## config.mk

```make
export PLATFORM = sky130hd
export DESIGN_NAME = serial_lane_sync_monitor
export DESIGN_NICKNAME = d
export VERILOG_FILES = /design/src/lane_sync_pkg.sv /design/src/lane_lock.sv /design/src/run_timer.sv /design/src/serial_lane_sync_monitor.sv
export SDC_FILE = /design/constraint.sdc
export NUM_CORES = 1
export LEC_CHECK = 0
export ABC_AREA = 1
export BUFFER_PORTS_ARGS = -buffer_cell sky130_fd_sc_hd__buf_2
export CAP_MARGIN = 30
export CORE_ASPECT_RATIO = 2
export CORE_MARGIN = 4
export CORE_UTILIZATION = 40
export DETAILED_ROUTE_END_ITERATION = 7
export GPL_TIMING_DRIVEN = 0
export MAX_ROUTING_LAYER = met4
export PLACE_DENSITY = 0.56
export RECOVER_POWER = 100
export SETUP_SLACK_MARGIN = 0.05
export SYNTH_ARGS = -nofsm -noshare
export SYNTH_HDL_FRONTEND = slang
export SYNTH_SLANG_ARGS = --single-unit
```

## constraint.sdc

```tcl
create_clock -name clk -period 9.32 [get_ports clk]
set_input_delay 1.398 -clock clk [delete_from_list [all_inputs] [get_ports clk]]
set_output_delay 1.398 -clock clk [all_outputs]
set_load 0.01 [all_outputs]
```

## src/lane_sync_pkg.sv

```systemverilog
// Shared constants, register map and code-group classification
package lane_sync_pkg;

  // ----------------------------------------------------------------------
  // Clock and timing
  // ----------------------------------------------------------------------
  localparam int CLK_MHZ          = 25;
  localparam int SILENCE_US       = 120;
  localparam int SILENCE_TOL_US   = 40;
  localparam int SILENCE_CYCLES   = SILENCE_US * CLK_MHZ;
  localparam int DISCOVERY_MS     = 12;
  localparam int DISCOVERY_TOL_MS = 4;
  localparam int DISCOVERY_CYCLES = DISCOVERY_MS * 1000 * CLK_MHZ;
  localparam int TIMER_W          = 19;

  // ----------------------------------------------------------------------
  // Lock hysteresis
  // ----------------------------------------------------------------------
  localparam logic [6:0] COMMA_LAST = 7'h7E;
  localparam logic [7:0] VALID_LAST = 8'hFE;
  localparam int         LANES      = 4;

  // ----------------------------------------------------------------------
  // Register map and fields
  // ----------------------------------------------------------------------
  localparam logic [11:0] CTRL_OFFSET   = 12'h000;
  localparam logic [11:0] STATUS_OFFSET = 12'h004;
  localparam int NARROW_BIT  = 0;
  localparam int ALT_BIT     = 1;
  localparam int ENERGY_BIT  = 2;
  localparam int REINIT_BIT  = 3;
  localparam logic [2:0] CTRL_RESET = 3'h0;
  localparam int ST_LOCK_LSB = 0;
  localparam int ST_ALIGNED  = 4;
  localparam int ST_LINK_UP  = 5;
  localparam int ST_WIDE     = 6;
  localparam int ST_ALT      = 7;
  localparam int ST_SIL_DONE = 8;
  localparam int ST_DIS_DONE = 9;

  // ----------------------------------------------------------------------
  // Comma code-group, both disparities, bit 9 sent first
  // ----------------------------------------------------------------------
  localparam logic [9:0] COMMA_NEG = 10'h0FA;
  localparam logic [9:0] COMMA_POS = 10'h305;

  // Returns {comma, invalid, next running disparity}; rd 1 means positive
  function automatic logic [2:0] classify(input logic [9:0] cg,
                                          input logic       rd);
    int   ones;
    logic bad;
    logic rd_n;
    ones = 0;
    for (int i = 0; i < 10; i++) begin
      ones = ones + int'(cg[i]);
    end
    bad  = 1'b0;
    rd_n = rd;
    if (ones == 6) begin
      bad  = rd;
      rd_n = 1'b1;
    end else if (ones == 4) begin
      bad  = ~rd;
      rd_n = 1'b0;
    end else if (ones != 5) begin
      bad  = 1'b1;
    end
    if (bad) begin
      rd_n = rd;
    end
    classify = {~bad & (rd ? (cg == COMMA_POS) : (cg == COMMA_NEG)),
                bad, rd_n};
  endfunction : classify

endpackage : lane_sync_pkg

```

## src/lane_lock.sv

```systemverilog
// Per-lane code-group boundary lock machine
`timescale 1ns/100ps
module lane_lock (
  input  wire logic clk,
  input  wire logic reset_n,
  input  wire logic sync_clear,
  input  wire logic cg_strobe,
  input  wire logic comma,
  input  wire logic invalid,
  input  wire logic energy_ok,
  output logic      locked_q
);

  typedef enum logic [2:0] {UNLOCKED, COUNT1, COUNT2, LOCKED,
                            CHECK1, CHECK2, CHECK3, CHECK4} lock_type;

  lock_type   state_q;
  logic [6:0] comma_cnt_q;
  logic [7:0] valid_cnt_q;
  logic       inval_cnt_q;

  // ----------------------------------------------------------------------
  // State and counters, one code-group per strobe
  // ----------------------------------------------------------------------
  always_ff @(posedge clk or negedge reset_n) begin
    if (!reset_n) begin
      state_q     <= UNLOCKED;
      comma_cnt_q <= '0;
      valid_cnt_q <= '0;
      inval_cnt_q <= 1'b0;
      locked_q    <= 1'b0;
    end else if (sync_clear) begin
      state_q     <= UNLOCKED;
      comma_cnt_q <= '0;
      valid_cnt_q <= '0;
      inval_cnt_q <= 1'b0;
      locked_q    <= 1'b0;
    end else if (cg_strobe) begin
      unique case (state_q)
        UNLOCKED: begin
          comma_cnt_q <= '0;
          locked_q    <= 1'b0;
          if (comma && energy_ok) begin
            state_q <= COUNT1;
          end
        end
        COUNT1, COUNT2: begin
          if (invalid) begin
            state_q <= UNLOCKED;
          end else if (comma && comma_cnt_q == lane_sync_pkg::COMMA_LAST) begin
            state_q     <= LOCKED;
            locked_q    <= 1'b1;
            inval_cnt_q <= 1'b0;
          end else if (comma) begin
            comma_cnt_q <= comma_cnt_q + 1'b1;
            state_q     <= COUNT1;
          end else begin
            state_q <= COUNT2;
          end
        end
        LOCKED: begin
          // A lone error starts a probation run instead of a realign
          if (invalid) begin
            state_q     <= CHECK1;
            inval_cnt_q <= 1'b1;
            valid_cnt_q <= '0;
          end
        end
        default: begin
          // Check phases follow the top bits of the valid run
          if (invalid) begin
            state_q  <= UNLOCKED;
            locked_q <= 1'b0;
          end else if (valid_cnt_q == lane_sync_pkg::VALID_LAST) begin
            state_q     <= LOCKED;
            inval_cnt_q <= 1'b0;
          end else begin
            valid_cnt_q <= valid_cnt_q + 1'b1;
            state_q     <= lock_type'({1'b1, valid_cnt_q[7:6]} +
                                      ((valid_cnt_q[5:0] == 6'h3F) ?
                                       3'h1 : 3'h0));
          end
        end
      endcase
    end
  end

  // ----------------------------------------------------------------------
  // Checks
  // ----------------------------------------------------------------------
  chk_clear_unlocks: assert property (
    @(posedge clk) disable iff (!reset_n)
    sync_clear |=> state_q == UNLOCKED && !locked_q)
    else $error("clear did not unlock lane");

  chk_lock_needs_count: assert property (
    @(posedge clk) disable iff (!reset_n)
    $rose(locked_q) |-> $past(comma_cnt_q) == lane_sync_pkg::COMMA_LAST)
    else $error("lock without full comma count");

  chk_second_error_drops: assert property (
    @(posedge clk) disable iff (!reset_n)
    (cg_strobe && invalid && state_q >= CHECK1 && !sync_clear)
    |=> !locked_q && state_q == UNLOCKED)
    else $error("second error kept lock");

  chk_single_error_holds: assert property (
    @(posedge clk) disable iff (!reset_n)
    (cg_strobe && invalid && state_q == LOCKED && !sync_clear)
    |=> locked_q && state_q == CHECK1 && inval_cnt_q)
    else $error("single error dropped lock");

  cov_lock_reached: cover property (@(posedge clk) $rose(locked_q));
  cov_probation_pass: cover property (@(posedge clk)
    state_q == CHECK4 ##1 state_q == LOCKED);

endmodule : lane_lock

```

## src/run_timer.sv

```systemverilog
// Run-gated expiry timer
`timescale 1ns/100ps
module run_timer #(
  parameter int LIMIT = 16
) (
  input  wire logic clk,
  input  wire logic reset_n,
  input  wire logic run,
  output logic      done
);

  logic [lane_sync_pkg::TIMER_W-1:0] count_q;

  // Holds at zero while idle, saturates at the limit
  always_ff @(posedge clk or negedge reset_n) begin
    if (!reset_n) begin
      count_q <= '0;
    end else if (!run) begin
      count_q <= '0;
    end else if (count_q != lane_sync_pkg::TIMER_W'(LIMIT)) begin
      count_q <= count_q + 1'b1;
    end
  end

  assign done = run && (count_q == lane_sync_pkg::TIMER_W'(LIMIT));

  chk_timer_idle_zero: assert property (
    @(posedge clk) disable iff (!reset_n) !run |=> count_q == '0)
    else $error("timer not held at initial value");

endmodule : run_timer

```

## src/serial_lane_sync_monitor.sv

```systemverilog
// Lane lock monitor with port initialization control and APB registers
`timescale 1ns/100ps

// Summary of operation
// - Timers run only while enabled, else reset
// - Silence timer expires after 120 microseconds
// - Narrow force selects single-lane even when aligned
// - Alt-lane force takes lane 2 in single-lane
// - Two enables: lanes 0/2 and lanes 1/3
// - Single-lane port drives only with its enable
// - Aligned only when four lanes locked, aligned
// - Link-up only when initialized; otherwise idles only
// - Alt-selected high for lane 2, low lane 0
// - Alt-selected meaningless in four-lane mode
// - Energy-ok qualifier gates leaving unlocked state
// - One lock machine single, four dual-width
// - Lone bit error never shifts the alignment
// - Unlocked clears comma counter; comma with energy advances
// - 127 more commas without errors reach lock
// - Lock sets flag, clears error counter
// - 255 valid groups restore lock, error unlocks
// - Two errors within 256 groups drop lock
// - Classify each group by running disparity
// - Comma sequence establishes code-group boundary
// - Separate counters kept for every lane
// - Discovery timer expires after 12 milliseconds
// - States persist; assigned values hold until changed
module serial_lane_sync_monitor #(
  parameter bit dual_width       = 1'b1,
  parameter int discovery_cycles = lane_sync_pkg::DISCOVERY_CYCLES
) (
  input  wire logic        clk,
  input  wire logic        reset_n,
  input  wire logic        psel,
  input  wire logic        penable,
  input  wire logic        pwrite,
  input  wire logic [11:0] paddr,
  input  wire logic [31:0] pwdata,
  output logic      [31:0] prdata,
  output logic             pready,
  output logic             pslverr,
  input  wire logic [3:0]  rx_cg_clk,
  input  wire logic [9:0]  rx_cg_lane0,
  input  wire logic [9:0]  rx_cg_lane1,
  input  wire logic [9:0]  rx_cg_lane2,
  input  wire logic [9:0]  rx_cg_lane3,
  input  wire logic [3:0]  energy_ok,
  input  wire logic        deskew_aligned,
  output logic [3:0]       lane_locked,
  output logic             lanes_aligned,
  output logic             link_up,
  output logic             idle_only,
  output logic             wide_mode,
  output logic             alt_lane_selected,
  output logic             even_pair_tx_enable,
  output logic             odd_pair_tx_enable,
  output logic             link_tx_enable
);

  typedef enum logic [2:0] {SILENT, SEEK, DISCOVER, WIDE, NARROW0,
                            NARROW2} init_type;

  localparam int NLANES = dual_width ? lane_sync_pkg::LANES : 1;

  // ----------------------------------------------------------------------
  // Lane receive path
  // ----------------------------------------------------------------------
  logic [9:0] lane_cg [lane_sync_pkg::LANES];
  logic [3:0] lock_w;
  logic [3:0] clk_s1_q;
  logic [3:0] clk_s2_q;
  logic [3:0] clk_s3_q;
  logic [3:0] en_s1_q;
  logic [3:0] en_s2_q;
  logic [3:0] strobe_q;
  logic [3:0] comma_q;
  logic [3:0] inval_q;
  logic [3:0] rd_q;
  logic [9:0] cg_s1_q [lane_sync_pkg::LANES];
  logic [9:0] cg_s2_q [lane_sync_pkg::LANES];
  logic       sync_clear;
  logic [2:0] ctrl_q;
  logic       energy_bypass;

  assign lane_cg[0] = rx_cg_lane0;
  assign lane_cg[1] = rx_cg_lane1;
  assign lane_cg[2] = rx_cg_lane2;
  assign lane_cg[3] = rx_cg_lane3;
  assign energy_bypass = ctrl_q[lane_sync_pkg::ENERGY_BIT];

  // Lane clock and data cross by two flops; data settles half a
  // lane period before the synchronised rising edge is seen
  always_ff @(posedge clk or negedge reset_n) begin
    if (!reset_n) begin
      clk_s1_q <= 4'h0;
      clk_s2_q <= 4'h0;
      clk_s3_q <= 4'h0;
      en_s1_q  <= 4'h0;
      en_s2_q  <= 4'h0;
    end else begin
      clk_s1_q <= rx_cg_clk;
      clk_s2_q <= clk_s1_q;
      clk_s3_q <= clk_s2_q;
      en_s1_q  <= energy_ok;
      en_s2_q  <= en_s1_q;
    end
  end

  for (genvar l = 0; l < lane_sync_pkg::LANES; l++) begin : g_rx
    always_ff @(posedge clk or negedge reset_n) begin
      if (!reset_n) begin
        cg_s1_q[l] <= 10'h000;
        cg_s2_q[l] <= 10'h000;
      end else begin
        cg_s1_q[l] <= lane_cg[l];
        cg_s2_q[l] <= cg_s1_q[l];
      end
    end

    // Classify once per code-group and track disparity per lane
    always_ff @(posedge clk or negedge reset_n) begin
      if (!reset_n) begin
        strobe_q[l] <= 1'b0;
        comma_q[l]  <= 1'b0;
        inval_q[l]  <= 1'b0;
        rd_q[l]     <= 1'b0;
      end else begin
        strobe_q[l] <= clk_s2_q[l] && !clk_s3_q[l];
        if (clk_s2_q[l] && !clk_s3_q[l]) begin
          {comma_q[l], inval_q[l], rd_q[l]} <=
            lane_sync_pkg::classify(cg_s2_q[l], rd_q[l]);
        end
      end
    end
  end

  for (genvar l = 0; l < lane_sync_pkg::LANES; l++) begin : g_lock
    if (l < NLANES) begin : g_on
      lane_lock u_lock (
        .clk        (clk),
        .reset_n    (reset_n),
        .sync_clear (sync_clear),
        .cg_strobe  (strobe_q[l]),
        .comma      (comma_q[l]),
        .invalid    (inval_q[l]),
        .energy_ok  (en_s2_q[l] | energy_bypass),
        .locked_q   (lock_w[l])
      );
    end else begin : g_off
      assign lock_w[l] = 1'b0;
    end
  end

  // ----------------------------------------------------------------------
  // Timers
  // ----------------------------------------------------------------------
  init_type state_q;
  logic     silence_done;
  logic     discovery_done;
  logic     reinit_q;
  logic     all_aligned;

  run_timer #(.LIMIT(lane_sync_pkg::SILENCE_CYCLES)) u_silence (
    .clk     (clk),
    .reset_n (reset_n),
    .run     (state_q == SILENT),
    .done    (silence_done)
  );

  run_timer #(.LIMIT(discovery_cycles)) u_discovery (
    .clk     (clk),
    .reset_n (reset_n),
    .run     (state_q == DISCOVER),
    .done    (discovery_done)
  );

  // ----------------------------------------------------------------------
  // Initialization sequence
  // ----------------------------------------------------------------------
  assign all_aligned = deskew_aligned && (&lock_w) && dual_width;
  assign sync_clear  = reinit_q;

  // Each state holds until one of its exits fires
  always_ff @(posedge clk or negedge reset_n) begin
    if (!reset_n) begin
      state_q <= SILENT;
    end else if (reinit_q) begin
      state_q <= SILENT;
    end else begin
      unique case (state_q)
        SILENT: begin
          if (silence_done) begin
            state_q <= SEEK;
          end
        end
        SEEK: begin
          if (!dual_width && lock_w[0]) begin
            state_q <= NARROW0;
          end else if (dual_width && (lock_w[0] || lock_w[2])) begin
            state_q <= DISCOVER;
          end
        end
        DISCOVER: begin
          if (all_aligned && !ctrl_q[lane_sync_pkg::NARROW_BIT]) begin
            state_q <= WIDE;
          end else if (discovery_done) begin
            if (lock_w[0] && !ctrl_q[lane_sync_pkg::ALT_BIT]) begin
              state_q <= NARROW0;
            end else if (lock_w[2]) begin
              state_q <= NARROW2;
            end else begin
              state_q <= SILENT;
            end
          end
        end
        WIDE: begin
          if (!all_aligned) begin
            state_q <= SILENT;
          end
        end
        NARROW0: begin
          if (!lock_w[0]) begin
            state_q <= SILENT;
          end
        end
        NARROW2: begin
          if (!lock_w[2]) begin
            state_q <= SILENT;
          end
        end
      endcase
    end
  end

  // Outputs are registered copies of the sequence state and the lane lock status
  always_ff @(posedge clk or negedge reset_n) begin
    if (!reset_n) begin
      lane_locked         <= 4'h0;
      lanes_aligned       <= 1'b0;
      link_up             <= 1'b0;
      idle_only           <= 1'b1;
      wide_mode           <= 1'b0;
      alt_lane_selected   <= 1'b0;
      even_pair_tx_enable <= 1'b0;
      odd_pair_tx_enable  <= 1'b0;
      link_tx_enable      <= 1'b0;
    end else begin
      lane_locked         <= lock_w;
      lanes_aligned       <= all_aligned;
      link_up             <= state_q inside {WIDE, NARROW0, NARROW2};
      idle_only           <= !(state_q inside {WIDE, NARROW0, NARROW2});
      wide_mode           <= state_q == WIDE;
      // Driven low in four-lane mode; consumers must ignore it there
      alt_lane_selected   <= state_q == NARROW2;
      even_pair_tx_enable <= dual_width && state_q != SILENT;
      odd_pair_tx_enable  <= dual_width &&
                             state_q inside {DISCOVER, WIDE};
      link_tx_enable      <= !dual_width && state_q != SILENT;
    end
  end

  // ----------------------------------------------------------------------
  // APB slave, one wait state
  // ----------------------------------------------------------------------
  logic [31:0] status_w;
  logic        wr_take;

  assign status_w = {22'h000000, discovery_done, silence_done,
                     alt_lane_selected, wide_mode, link_up,
                     lanes_aligned, lane_locked};
  assign wr_take  = psel && penable && pready && pwrite && !pslverr;

  always_ff @(posedge clk or negedge reset_n) begin
    if (!reset_n) begin
      pready  <= 1'b0;
      pslverr <= 1'b0;
      prdata  <= 32'h00000000;
    end else begin
      pready  <= psel && penable && !pready;
      pslverr <= psel && penable && !pready &&
                 !(paddr == lane_sync_pkg::CTRL_OFFSET ||
                   paddr == lane_sync_pkg::STATUS_OFFSET);
      if (psel && penable && !pready && !pwrite) begin
        if (paddr == lane_sync_pkg::CTRL_OFFSET) begin
          prdata <= {29'h00000000, ctrl_q};
        end else if (paddr == lane_sync_pkg::STATUS_OFFSET) begin
          prdata <= status_w;
        end else begin
          prdata <= 32'h00000000;
        end
      end
    end
  end

  // Reinit is a write-one pulse; it also clears every lane machine
  always_ff @(posedge clk or negedge reset_n) begin
    if (!reset_n) begin
      ctrl_q   <= lane_sync_pkg::CTRL_RESET;
      reinit_q <= 1'b0;
    end else begin
      reinit_q <= 1'b0;
      if (wr_take && paddr == lane_sync_pkg::CTRL_OFFSET) begin
        ctrl_q   <= pwdata[2:0];
        reinit_q <= pwdata[lane_sync_pkg::REINIT_BIT];
      end
    end
  end

  // ----------------------------------------------------------------------
  // Checks
  // ----------------------------------------------------------------------
  chk_silence_expiry: assert property (
    @(posedge clk) disable iff (!reset_n)
    $rose(state_q == SILENT) |-> !silence_done [*8])
    else $error("silence timer expired early");

  chk_aligned_all_locked: assert property (
    @(posedge clk) disable iff (!reset_n)
    lanes_aligned |-> (&$past(lock_w)) && $past(deskew_aligned))
    else $error("aligned without four locked lanes");

  chk_narrow_force_wide: assert property (
    @(posedge clk) disable iff (!reset_n)
    (state_q == DISCOVER && ctrl_q[lane_sync_pkg::NARROW_BIT] && !reinit_q)
    |=> state_q != WIDE)
    else $error("wide mode entered while narrow forced");

  chk_alt_lane_map: assert property (
    @(posedge clk) disable iff (!reset_n)
    (link_up && !wide_mode)
    |-> alt_lane_selected == ($past(state_q) == NARROW2))
    else $error("alt lane output mismatched");

  chk_link_up_idle: assert property (
    @(posedge clk) disable iff (!reset_n) link_up != idle_only)
    else $error("idle_only disagrees with link_up");

  chk_tx_pair_order: assert property (
    @(posedge clk) disable iff (!reset_n)
    odd_pair_tx_enable |-> even_pair_tx_enable)
    else $error("odd pair enabled without even pair");

  cov_wide_up: cover property (@(posedge clk) $rose(wide_mode));
  cov_alt_lane: cover property (@(posedge clk) $rose(alt_lane_selected));
  cov_reinit: cover property (@(posedge clk) link_up ##1 reinit_q);

endmodule : serial_lane_sync_monitor

```

# ---- Word level (Yosys, flattened, before mapping)
# Index checks and enable logic that the tools add are counted.
dict set report totals {
  word_cells 484
  out_inout_bits 46
  inputBits 98
  reg_bits 282
}
dict set report op_classes {
  n_eq_ne 102
  bitwise 16
  muxes 162
  n_addsub 50
  reduce_logical 93
}
# op n
set ops {}
lappend ops {{two-way mux 8 bit} 20}
lappend ops {{two-way mux 7 bit} 20}
lappend ops {{two-way mux 3 bit} 42}
lappend ops {{== test 10 x 3 -> 1 bit (second input constant)} 8}
lappend ops {{two-way mux 19 bit} 4}
lappend ops {{inequality test 3 bit (second input constant)} 25}
lappend ops {{case mux 8 bit (2 select lines)} 4}
lappend ops {{AND reduction 5 bit} 12}
lappend ops {{case mux 7 bit (2 select lines)} 4}
lappend ops {{two-way mux 1 bit} 53}
lappend ops {{adder 9 x 1 -> 10 bit} 4}
lappend ops {{== test 10 bit (second input constant)} 4}
lappend ops {{== test 10 x 8 -> 1 bit (second input constant)} 4}
lappend ops {{inequality test 10 x 3 -> 1 bit (second input constant)} 4}
lappend ops {{adder 19 x 1 -> 19 bit (second input constant)} 2}
lappend ops {{adder 8 x 1 -> 9 bit} 4}
lappend ops {{case mux 3 bit (3 select lines)} 4}
lappend ops {{adder 7 x 1 -> 8 bit} 4}
lappend ops {{adder 8 x 1 -> 8 bit (second input constant)} 4}
lappend ops {{== test 8 bit (second input constant)} 4}
lappend ops {{two-way mux 32 bit} 1}
lappend ops {{== test 3 x 2 -> 1 bit (second input constant)} 10}
lappend ops {{adder 6 x 1 -> 7 bit} 4}
lappend ops {{adder 7 x 1 -> 7 bit (second input constant)} 4}
lappend ops {{40 further kinds} 174}

# ---- Depth between registers and ports, before layout
# Gate-level depths: netlist of the first run.
dict set report logic_depth {
  ltp_word 16
  depth_mapped 15
  mapped_depth_nobuf 15
}

# ---- Cells and area by module
# From an unflattened synthesis of the first run, not the netlist that was laid out.
dict set report hier_totals {
  hier_cells 1753
  hier_area_um2 14129.8
}
# module instances cells_each area_per_inst_um2 seq_area_each_um2
set by_module_without_submodules {}
lappend by_module_without_submodules {serial_lane_sync_monitor 1 523 5858.1 3654.8}
lappend by_module_without_submodules {{lane_lock (g_lock[2].g_on.u_lock ...)} 2 223 1470.2 475.5}
lappend by_module_without_submodules {{lane_lock (g_lock[1].g_on.u_lock)} 1 218 1458.9 475.5}
lappend by_module_without_submodules {{lane_lock (g_lock[0].g_on.u_lock)} 1 218 1457.6 475.5}
lappend by_module_without_submodules {{run_timer (u_silence)} 1 181 1214.9 475.5}
lappend by_module_without_submodules {{run_timer (u_discovery)} 1 167 1199.9 475.5}

# ---- Worst setup path before layout of the first run
# No wires, ideal clock.
dict set report synth_path {
  kind {register to register}
  start {register cg_s2_q[10] (netlist name)}
  end {register rd_q[2]}
  stages_incl_launch_ff 15
  required_ns 9.198
  path_buffers 0
  period_less_slack_ns 3.259
  arrival_ns 3.137
  setup_slack_ns 6.061
  cell_sequence {dfrtp_1 -> fa_1 -> fa_1 -> inv_1 -> fa_1 -> inv_1 -> ha_1 -> inv_1 -> fa_1 -> xor2_1 -> nand2_1 -> nor2_1 -> nand2_1 -> nor2_1 -> a21oi_1}
}
dict set report synth_via {
  elab_chain_cells 16
  word_cells_on_any_way 20
  classes_between {9 x add/sub; 3 x eq/ne; 5 x mux; 1 x bitwise; 2 x reduce/logical}
}
# item line_no
set synth_rtl {}
lappend synth_rtl {{from (decl)} serial_lane_sync_monitor.sv:80} ;# logic [9:0] cg_s2_q [lane_sync_pkg::LANES];
lappend synth_rtl {{from (signal, indexed assignment)} serial_lane_sync_monitor.sv:116} ;# cg_s2_q[l] <= cg_s1_q[l];
lappend synth_rtl {{adder 1 x 1 -> 2 bit (*)} lane_sync_pkg.sv:55} ;# ones = ones + int'(cg[i]);
lappend synth_rtl {{adder 2 x 1 -> 3 bit (*)} lane_sync_pkg.sv:55}
lappend synth_rtl {{adder 3 x 1 -> 4 bit (*)} lane_sync_pkg.sv:55}
lappend synth_rtl {{adder 4 x 1 -> 5 bit (*)} lane_sync_pkg.sv:55}
lappend synth_rtl {{adder 5 x 1 -> 6 bit (*)} lane_sync_pkg.sv:55}
lappend synth_rtl {{adder 6 x 1 -> 7 bit (*)} lane_sync_pkg.sv:55}
lappend synth_rtl {{adder 7 x 1 -> 8 bit (*)} lane_sync_pkg.sv:55}
lappend synth_rtl {{adder 8 x 1 -> 9 bit (*)} lane_sync_pkg.sv:55}
lappend synth_rtl {{adder 9 x 1 -> 10 bit (*)} lane_sync_pkg.sv:55}
lappend synth_rtl {{inequality test 10 x 3 -> 1 bit} lane_sync_pkg.sv:65} ;# end else if (ones != 5) begin
lappend synth_rtl {{two-way mux 1 bit} lane_sync_pkg.sv:65}
lappend synth_rtl {{two-way mux 1 bit} lane_sync_pkg.sv:62} ;# end else if (ones == 4) begin
lappend synth_rtl {{two-way mux 1 bit} lane_sync_pkg.sv:59} ;# if (ones == 6) begin
lappend synth_rtl {{two-way mux 1 bit} serial_lane_sync_monitor.sv:129} ;# if (clk_s2_q[l] && !clk_s3_q[l]) begin
lappend synth_rtl {{inverter 1 bit (no source line)} n/a}
lappend synth_rtl {{AND reduction 3 bit (no source line)} n/a}
lappend synth_rtl {{to (signal, indexed assignment)} serial_lane_sync_monitor.sv:130} ;# {comma_q[l], inval_q[l], rd_q[l]} <=
lappend synth_rtl {{to (decl)} serial_lane_sync_monitor.sv:78} ;# logic [3:0] rd_q;
# Mark *: on every way between the ends. The rest lies on a longest branch, timed or not. The select of a mux whose other input is x is not followed.
# A chain may end at the register's enable or synchronous reset.

==> flow_summary.json, run 1 <==
{
  "status": "finished, violations left",
  "violations": "capacitance limit, slew limit",
  "core-area_um2": 31700,
  "syn_to_final_growth_pct": 14.5,
  "viasPerCell": 4.84,
  "ys_seq_area_frac": 0.504,
  "clk_pin_slew_ns": 0.07,
  "worstMarginPinSlew_ns": 3.89,
  "layout_worst_path_cycle_share": 0.471,
  "leakage_nw": 7.15,
  "synthFlopType": "dfrtp_1",
  "cts_inserted_buffers": 25,
  "clk_latency_ns": 0.53,
  "cts_tree": "built",
  "ys_seq_elements": 260,
  "final_cell_mix": "270 x nand2_1, 259 x dfrtp_1, 206 x inv_1",
  "max-slew-margin-rel": -1.59,
  "critical_path.top_delay_family": "buffers and inverters",
  "nets": 1771,
  "final_common_cell": "nand2_1",
  "wl_um": 29300,
  "drv_slew": 69,
  "ant_nets": 0,
  "post_cts_buffers": 0,
  "die_y_um": 262,
  "timing.setup.tns_ns": 0,
  "start_kind": "input pin",
  "fin_crit_ns": 4.39,
  "cts_max_path_buffers": 3,
  "drt-initial-drc-count": 464,
  "n_fill_cell": 3104,
  "grt.total_usage": 0.175,
  "fin_skew_ns": 0.00924,
  "async_reset_ff_frac": 1.00,
  "vias": 9936,
  "floorplan.initialDensity": 0.408,
  "synth_cell_type_count": 51,
  "cts_resized": 0,
  "worst_hold_slack_ns": 0.343,
  "antenna_found_initial": 1,
  "cts_max_level": 1,
  "root_buffer": "clkbuf_16",
  "grt_max_degree": 119,
  "grt_pass1_wl_um": 49000,
  "worst-path-buf-inv": 1,
  "drv_cap": 1,
  "crit_type": "input pin to async pin",
  "crit_path_end_kind": "async pin",
  "fmax_ghz": 0.228,
  "cts.sinks": 260,
  "wl_per_cell_um": 14.3,
  "synth.cell_area_um2": 12900,
  "grt_overflow": 0,
  "grt_pass1_vias": 10200,
  "hold_viol_final": 0,
  "die_area_um2": 35400,
  "rsz0062_at_grt": "false",
  "drc_errors": 0,
  "p_per_area_nw_per_um2": 188,
  "worstPathCellList": "clkbuf_1",
  "crit_path_top_delay_cell": "clkbuf_1",
  "portBuffers": 92,
  "drt_pre_antenna_iters": 5,
  "gp_congestion": 0.892,
  "drive_above_1_share": 0.117,
  "cp_slowest_stage_delay_ns": 2.70,
  "synthCells": 1470,
  "ys.warnings.count": 0,
  "crit_path_max_fanout": 70,
  "min_path_type": "flop to flop",
  "cp.arrival_ns": 4.13,
  "cts_hold_buf": 0,
  "dieWidth_um": 135,
  "synth-edff-count": 0,
  "ir_drop_uv": 129,
  "required_ns": 9.06,
  "avgSynthCellArea_um2": 8.78,
  "num_rows": 92,
  "ios": 144,
  "dpl.hpwl_um": 22200,
  "setup_violations": 0
}
[synthesized netlist by cell type, types with 7 or more instances]
| library cell | n | area (um2) |
|---|---|---|
| a21oi_1 | 54 | 270 |
| buf_4 | 27 | 203 |
| dfrtp_1 | 259 | 6480 |
| fa_1 | 24 | 480 |
| ha_1 | 36 | 450 |
| inv_1 | 198 | 743 |
| inv_2 | 24 | 90.1 |
| nand2_1 | 261 | 980 |
| nand2_2 | 18 | 113 |
| nand3_1 | 100 | 500 |
| nand4_1 | 41 | 257 |
| nor2_1 | 148 | 556 |
| nor2_2 | 14 | 87.6 |
| nor3_1 | 28 | 140 |
| nor3b_1 | 7 | 52.6 |
| nor4_1 | 12 | 75.1 |
| o21ai_0 | 69 | 345 |
| o21ai_1 | 50 | 250 |
| o21ai_2 | 7 | 61.3 |
| xor2_1 | 20 | 175 |
[routing by layer]
layer	track usage	vias to the layer above	wire length, um
met4	0.0594	0	809
li1	-	5005	-
met3	0.0188	57	845
met1	0.180	4736	10900
met5	-	-	0
met2	0.341	138	16800
[power by group]
part | total, mW | leakage [nW] | internal (mW) | switching [mW]
clock network | 1.09 | 0.422 | 0.651 | 0.442
logic | 0.442 | 3.39 | 0.165 | 0.277
registers | 1.24 | 3.34 | 1.19 | 0.0508
total | 2.78 | 7.15 | 2.01 | 0.770
[cell families (layout without fill, tap and decap cells)]
kind of cell	Yosys count	count (layout)	synth area share
DFF	260	260	0.504
AOI/OAI and AO/OA	212	212	0.0914
xor gates and xnor gates	22	22	0.0149
and+or+nand+nor	655	655	0.231
other	1	24	0.000291
adders and majority gates	60	60	0.0721
buffers and inverters	260	399	0.0855
[registers in the layout (all words and copies together), names as in the netlist, 10 cells and up]
name / count
cg_s1_q: 40
prdata: 10
g_lock.g_on.u_lock.state_q: 12
cg_s2_q: 40
g_lock.g_on.u_lock.valid_cnt_q: 32
u_discovery.count_q: 19
u_silence.count_q: 19
g_lock.g_on.u_lock.comma_cnt_q: 28
[cell type report]
class                   count  area (um2)  share of cell area
flip-flops and latches    260        6510               0.441
multi-input cells         972        5300               0.359
inverters                 223         837              0.0567
clock buffers              31         668              0.0452
well taps                 423         529              0.0358
repair buffers             94         483              0.0327
plain buffers              37         229              0.0155
clock inverters            14         214              0.0145
diodes                      1        2.50            0.000169
[metrics by stage]
stage	util	area (um2)	cells	worst slack, ns	power (mW)
floorplan	-	13000	1492	6.06	1.59
global placement	0.442	14000	2007	2.07	1.70
detailed placement	0.444	14000	2009	5.83	1.72
CTS	0.471	14900	2054	5.81	2.84
global route	0.467	14800	2055	4.11	2.94
finish	0.467	14800	2055	4.93	2.78
[final timing paths]
check	from	end	slack, ns	depth (start not counted)
worst min-delay path	cg_s1_q[9]	cg_s2_q[9]	0.34	0
min in group asynchronous	reset_n	u_silence.count_q[4]	2.22	1
worst max register to register	cg_s2_q[0]	rd_q[3]	5.84	14
max in group clk	cg_s2_q[0]	rd_q[3]	5.84	14
worst min register to register	cg_s1_q[9]	cg_s2_q[9]	0.34	0
worst max-delay path	reset_n	cg_s2_q[4]	4.93	1
(Power assumes the default switching activity.)
==> inputs of run 2 (changes only) <==
Settings changed: PLACE_DENSITY 0.56 to 0.58.
Clock period 9.32 ns to 3.5 ns, I/O delays scaled along.
==> flow_summary.json, run 2 (synthesis results as in run 1) <==
{
  "max-slew-margin-rel": -0.756,
  "critical_path.top_delay_family": "adder cells",
  "crit_path_max_fanout": 3,
  "drv_slew": 47,
  "drive_above_1_share": 0.123,
  "power_frac_comb": 0.169,
  "drv_cap": 1,
  "cts_inserted_buffers": 25,
  "utilization": 0.467,
  "wl_um": 29400,
  "fmax_ghz": 0.290,
  "clk_pin_slew_ns": 0.06,
  "globalRouteMet3Util": 0.0211,
  "hold_viol_final": 0,
  "largestRegisters": "cg_s1_q (40), cg_s2_q (40), g_lock.g_on.u_lock.valid_cnt_q (32)",
  "drc_errors": 0,
  "worstMarginPinSlew_ns": 2.63,
  "grtUsageMet2": 0.337,
  "cts_max_level": 1,
  "fin_crit_ns": 3.45,
  "num_rows": 92,
  "clk_latency_ns": 0.53,
  "root_buffer": "clkbuf_16",
  "cts_max_path_buffers": 3,
  "wl_per_cell_um": 14.3,
  "switching_share": 0.275,
  "dpl.hpwl_um": 22200,
  "met1_usage": 0.178,
  "portBuffers": 92,
  "placed_area_um2": 14000,
  "leakage_nw": 7.18,
  "whs_path_depth": 1,
  "ios": 144,
  "cp-startpoint": "cg_s2_q[15]",
  "required_ns": 3.95,
  "die_area_um2": 35400,
  "vias": 10000,
  "drt_pre_antenna_iters": 5,
  "grt.total_usage": 0.175,
  "grt_overflow": 0,
  "ant_nets": 0,
  "cp_slowest_stage_delay_ns": 0.53,
  "setup_violations": 0,
  "ir_drop_uv": 385,
  "core-area_um2": 31700,
  "postLayoutCellArea_um2": 14800,
  "final_cell_mix": "270 x nand2_1, 259 x dfrtp_1, 202 x inv_1",
  "gp_congestion": 0.838,
  "min_path_type": "input pin to flop",
  "layout_worst_path_cycle_share": 0.986,
  "switchingPower_mw": 2.02,
  "cp_common_cell": "fa_1",
  "worst_hold_slack_ns": 0.101,
  "worstPathCellList": "fa_1, fa_1, inv_1, fa_1, inv_1, ha_2, inv_2, fa_1, xor2_1, nand2_1, nor2_1, buf_4, nand2_2, o21ai_1",
  "fin_skew_ns": 0.00849,
  "busiest_layer": "met2",
  "crit_path_top_delay_cell": "fa_1",
  "rsz0062_at_grt": "true",
  "grt_pass1_vias": 10400,
  "timing.setup.tns_ns": 0,
  "start_kind": "flop",
  "worst-path-buf-inv": 4,
  "p_per_area_nw_per_um2": 496,
  "seqPwrFrac": 0.450,
  "die_y_um": 262,
  "pwr-share-clk": 0.380,
  "antenna_found_initial": 0,
  "holdPathEnd": "cg_s1_q[9]",
  "grt_max_degree": 122,
  "intPower_mw": 5.33,
  "cts_tree": "built",
  "n_antenna_cell": 0,
  "crit-reg2reg-launch": "cg_s2_q[15]",
  "viasPerCell": 4.87,
  "reg2reg_depth": 14,
  "crit_path_end_kind": "flop",
  "dieWidth_um": 135,
  "final_common_cell": "nand2_1",
  "syn_to_final_growth_pct": 14.7,
  "grt_pass1_wl_um": 49000,
  "cts.sinks": 260,
  "violations": "capacitance limit, slew limit",
  "drt-initial-drc-count": 448,
  "nets": 1780,
  "floorplan.initialDensity": 0.408,
  "r2r_end": "comma_q[2]",
  "r2r_slack_ns": 0.05,
  "min_from": "rx_cg_lane3[9]",
  "status": "finished, violations left",
  "cp.arrival_ns": 3.90,
  "crit_type": "flop to flop"
}
==> run 2: routing by layer <==
metal  routed length [um]  vias to the layer above
li1                     -                     5009
met1                10500                     4782
met2                16800                      165
met3                 1050                       75
met4                 1030                        0
met5                    0                        -
==> run 2: worst max-delay path by stage <==
stage,end,slack (ns),cells after the start
after global routing,rd_q[3],-0.13,14
after CTS,rd_q[2],0.05,14
after floorplan,rd_q[2],0.24,14
final,comma_q[2],0.05,14
after detailed placement,rd_q[2],0.02,14
after global placement,cg_s2_q[24],-2.86,1
==> run 2: area by class of cell <==
class | count | area, um2
clock inverter | 5 | 100
buffer | 37 | 229
clock buffer | 37 | 741
tap | 423 | 529
fill | 3077 | 16900
sequential | 260 | 6510
inverter | 223 | 837
timing repair buffer | 103 | 544
multi-input combinational | 972 | 5310
==> run 2: metrics by stage <==
step                setup slack [ns]  instances  total power [mW]
global route                  -0.125       2060              7.78
floorplan                      0.241       1492              4.23
CTS                           0.0483       2053              7.45
finish                        0.0502       2060              7.34
global placement               -2.86       2007              4.55
detailed placement            0.0193       2009              4.59
==> run 2: what timing repair did <==
item | 4_1_cts | 5_1_grt
gates resized for setup | 2 | 16
pin swaps | 1 | 10
setup endpoints to repair | 2 | 9
buffers inserted | 1 | 7
hold buffers | 1 | 0
endpoints found under the hold margin | 46 | 0
==> run 2: power by group through the flow <==
stage          combinational, mW  sequential, mW  clock [mW]
3_3_place_gp                1.19            3.36           0
6_report                    1.24            3.31        2.79
4_1_cts                     1.25            3.31        2.89
3_5_place_dp                1.23            3.36           0
5_1_grt                     1.45            3.33        3.00
2_1_floorplan              0.899            3.33           0
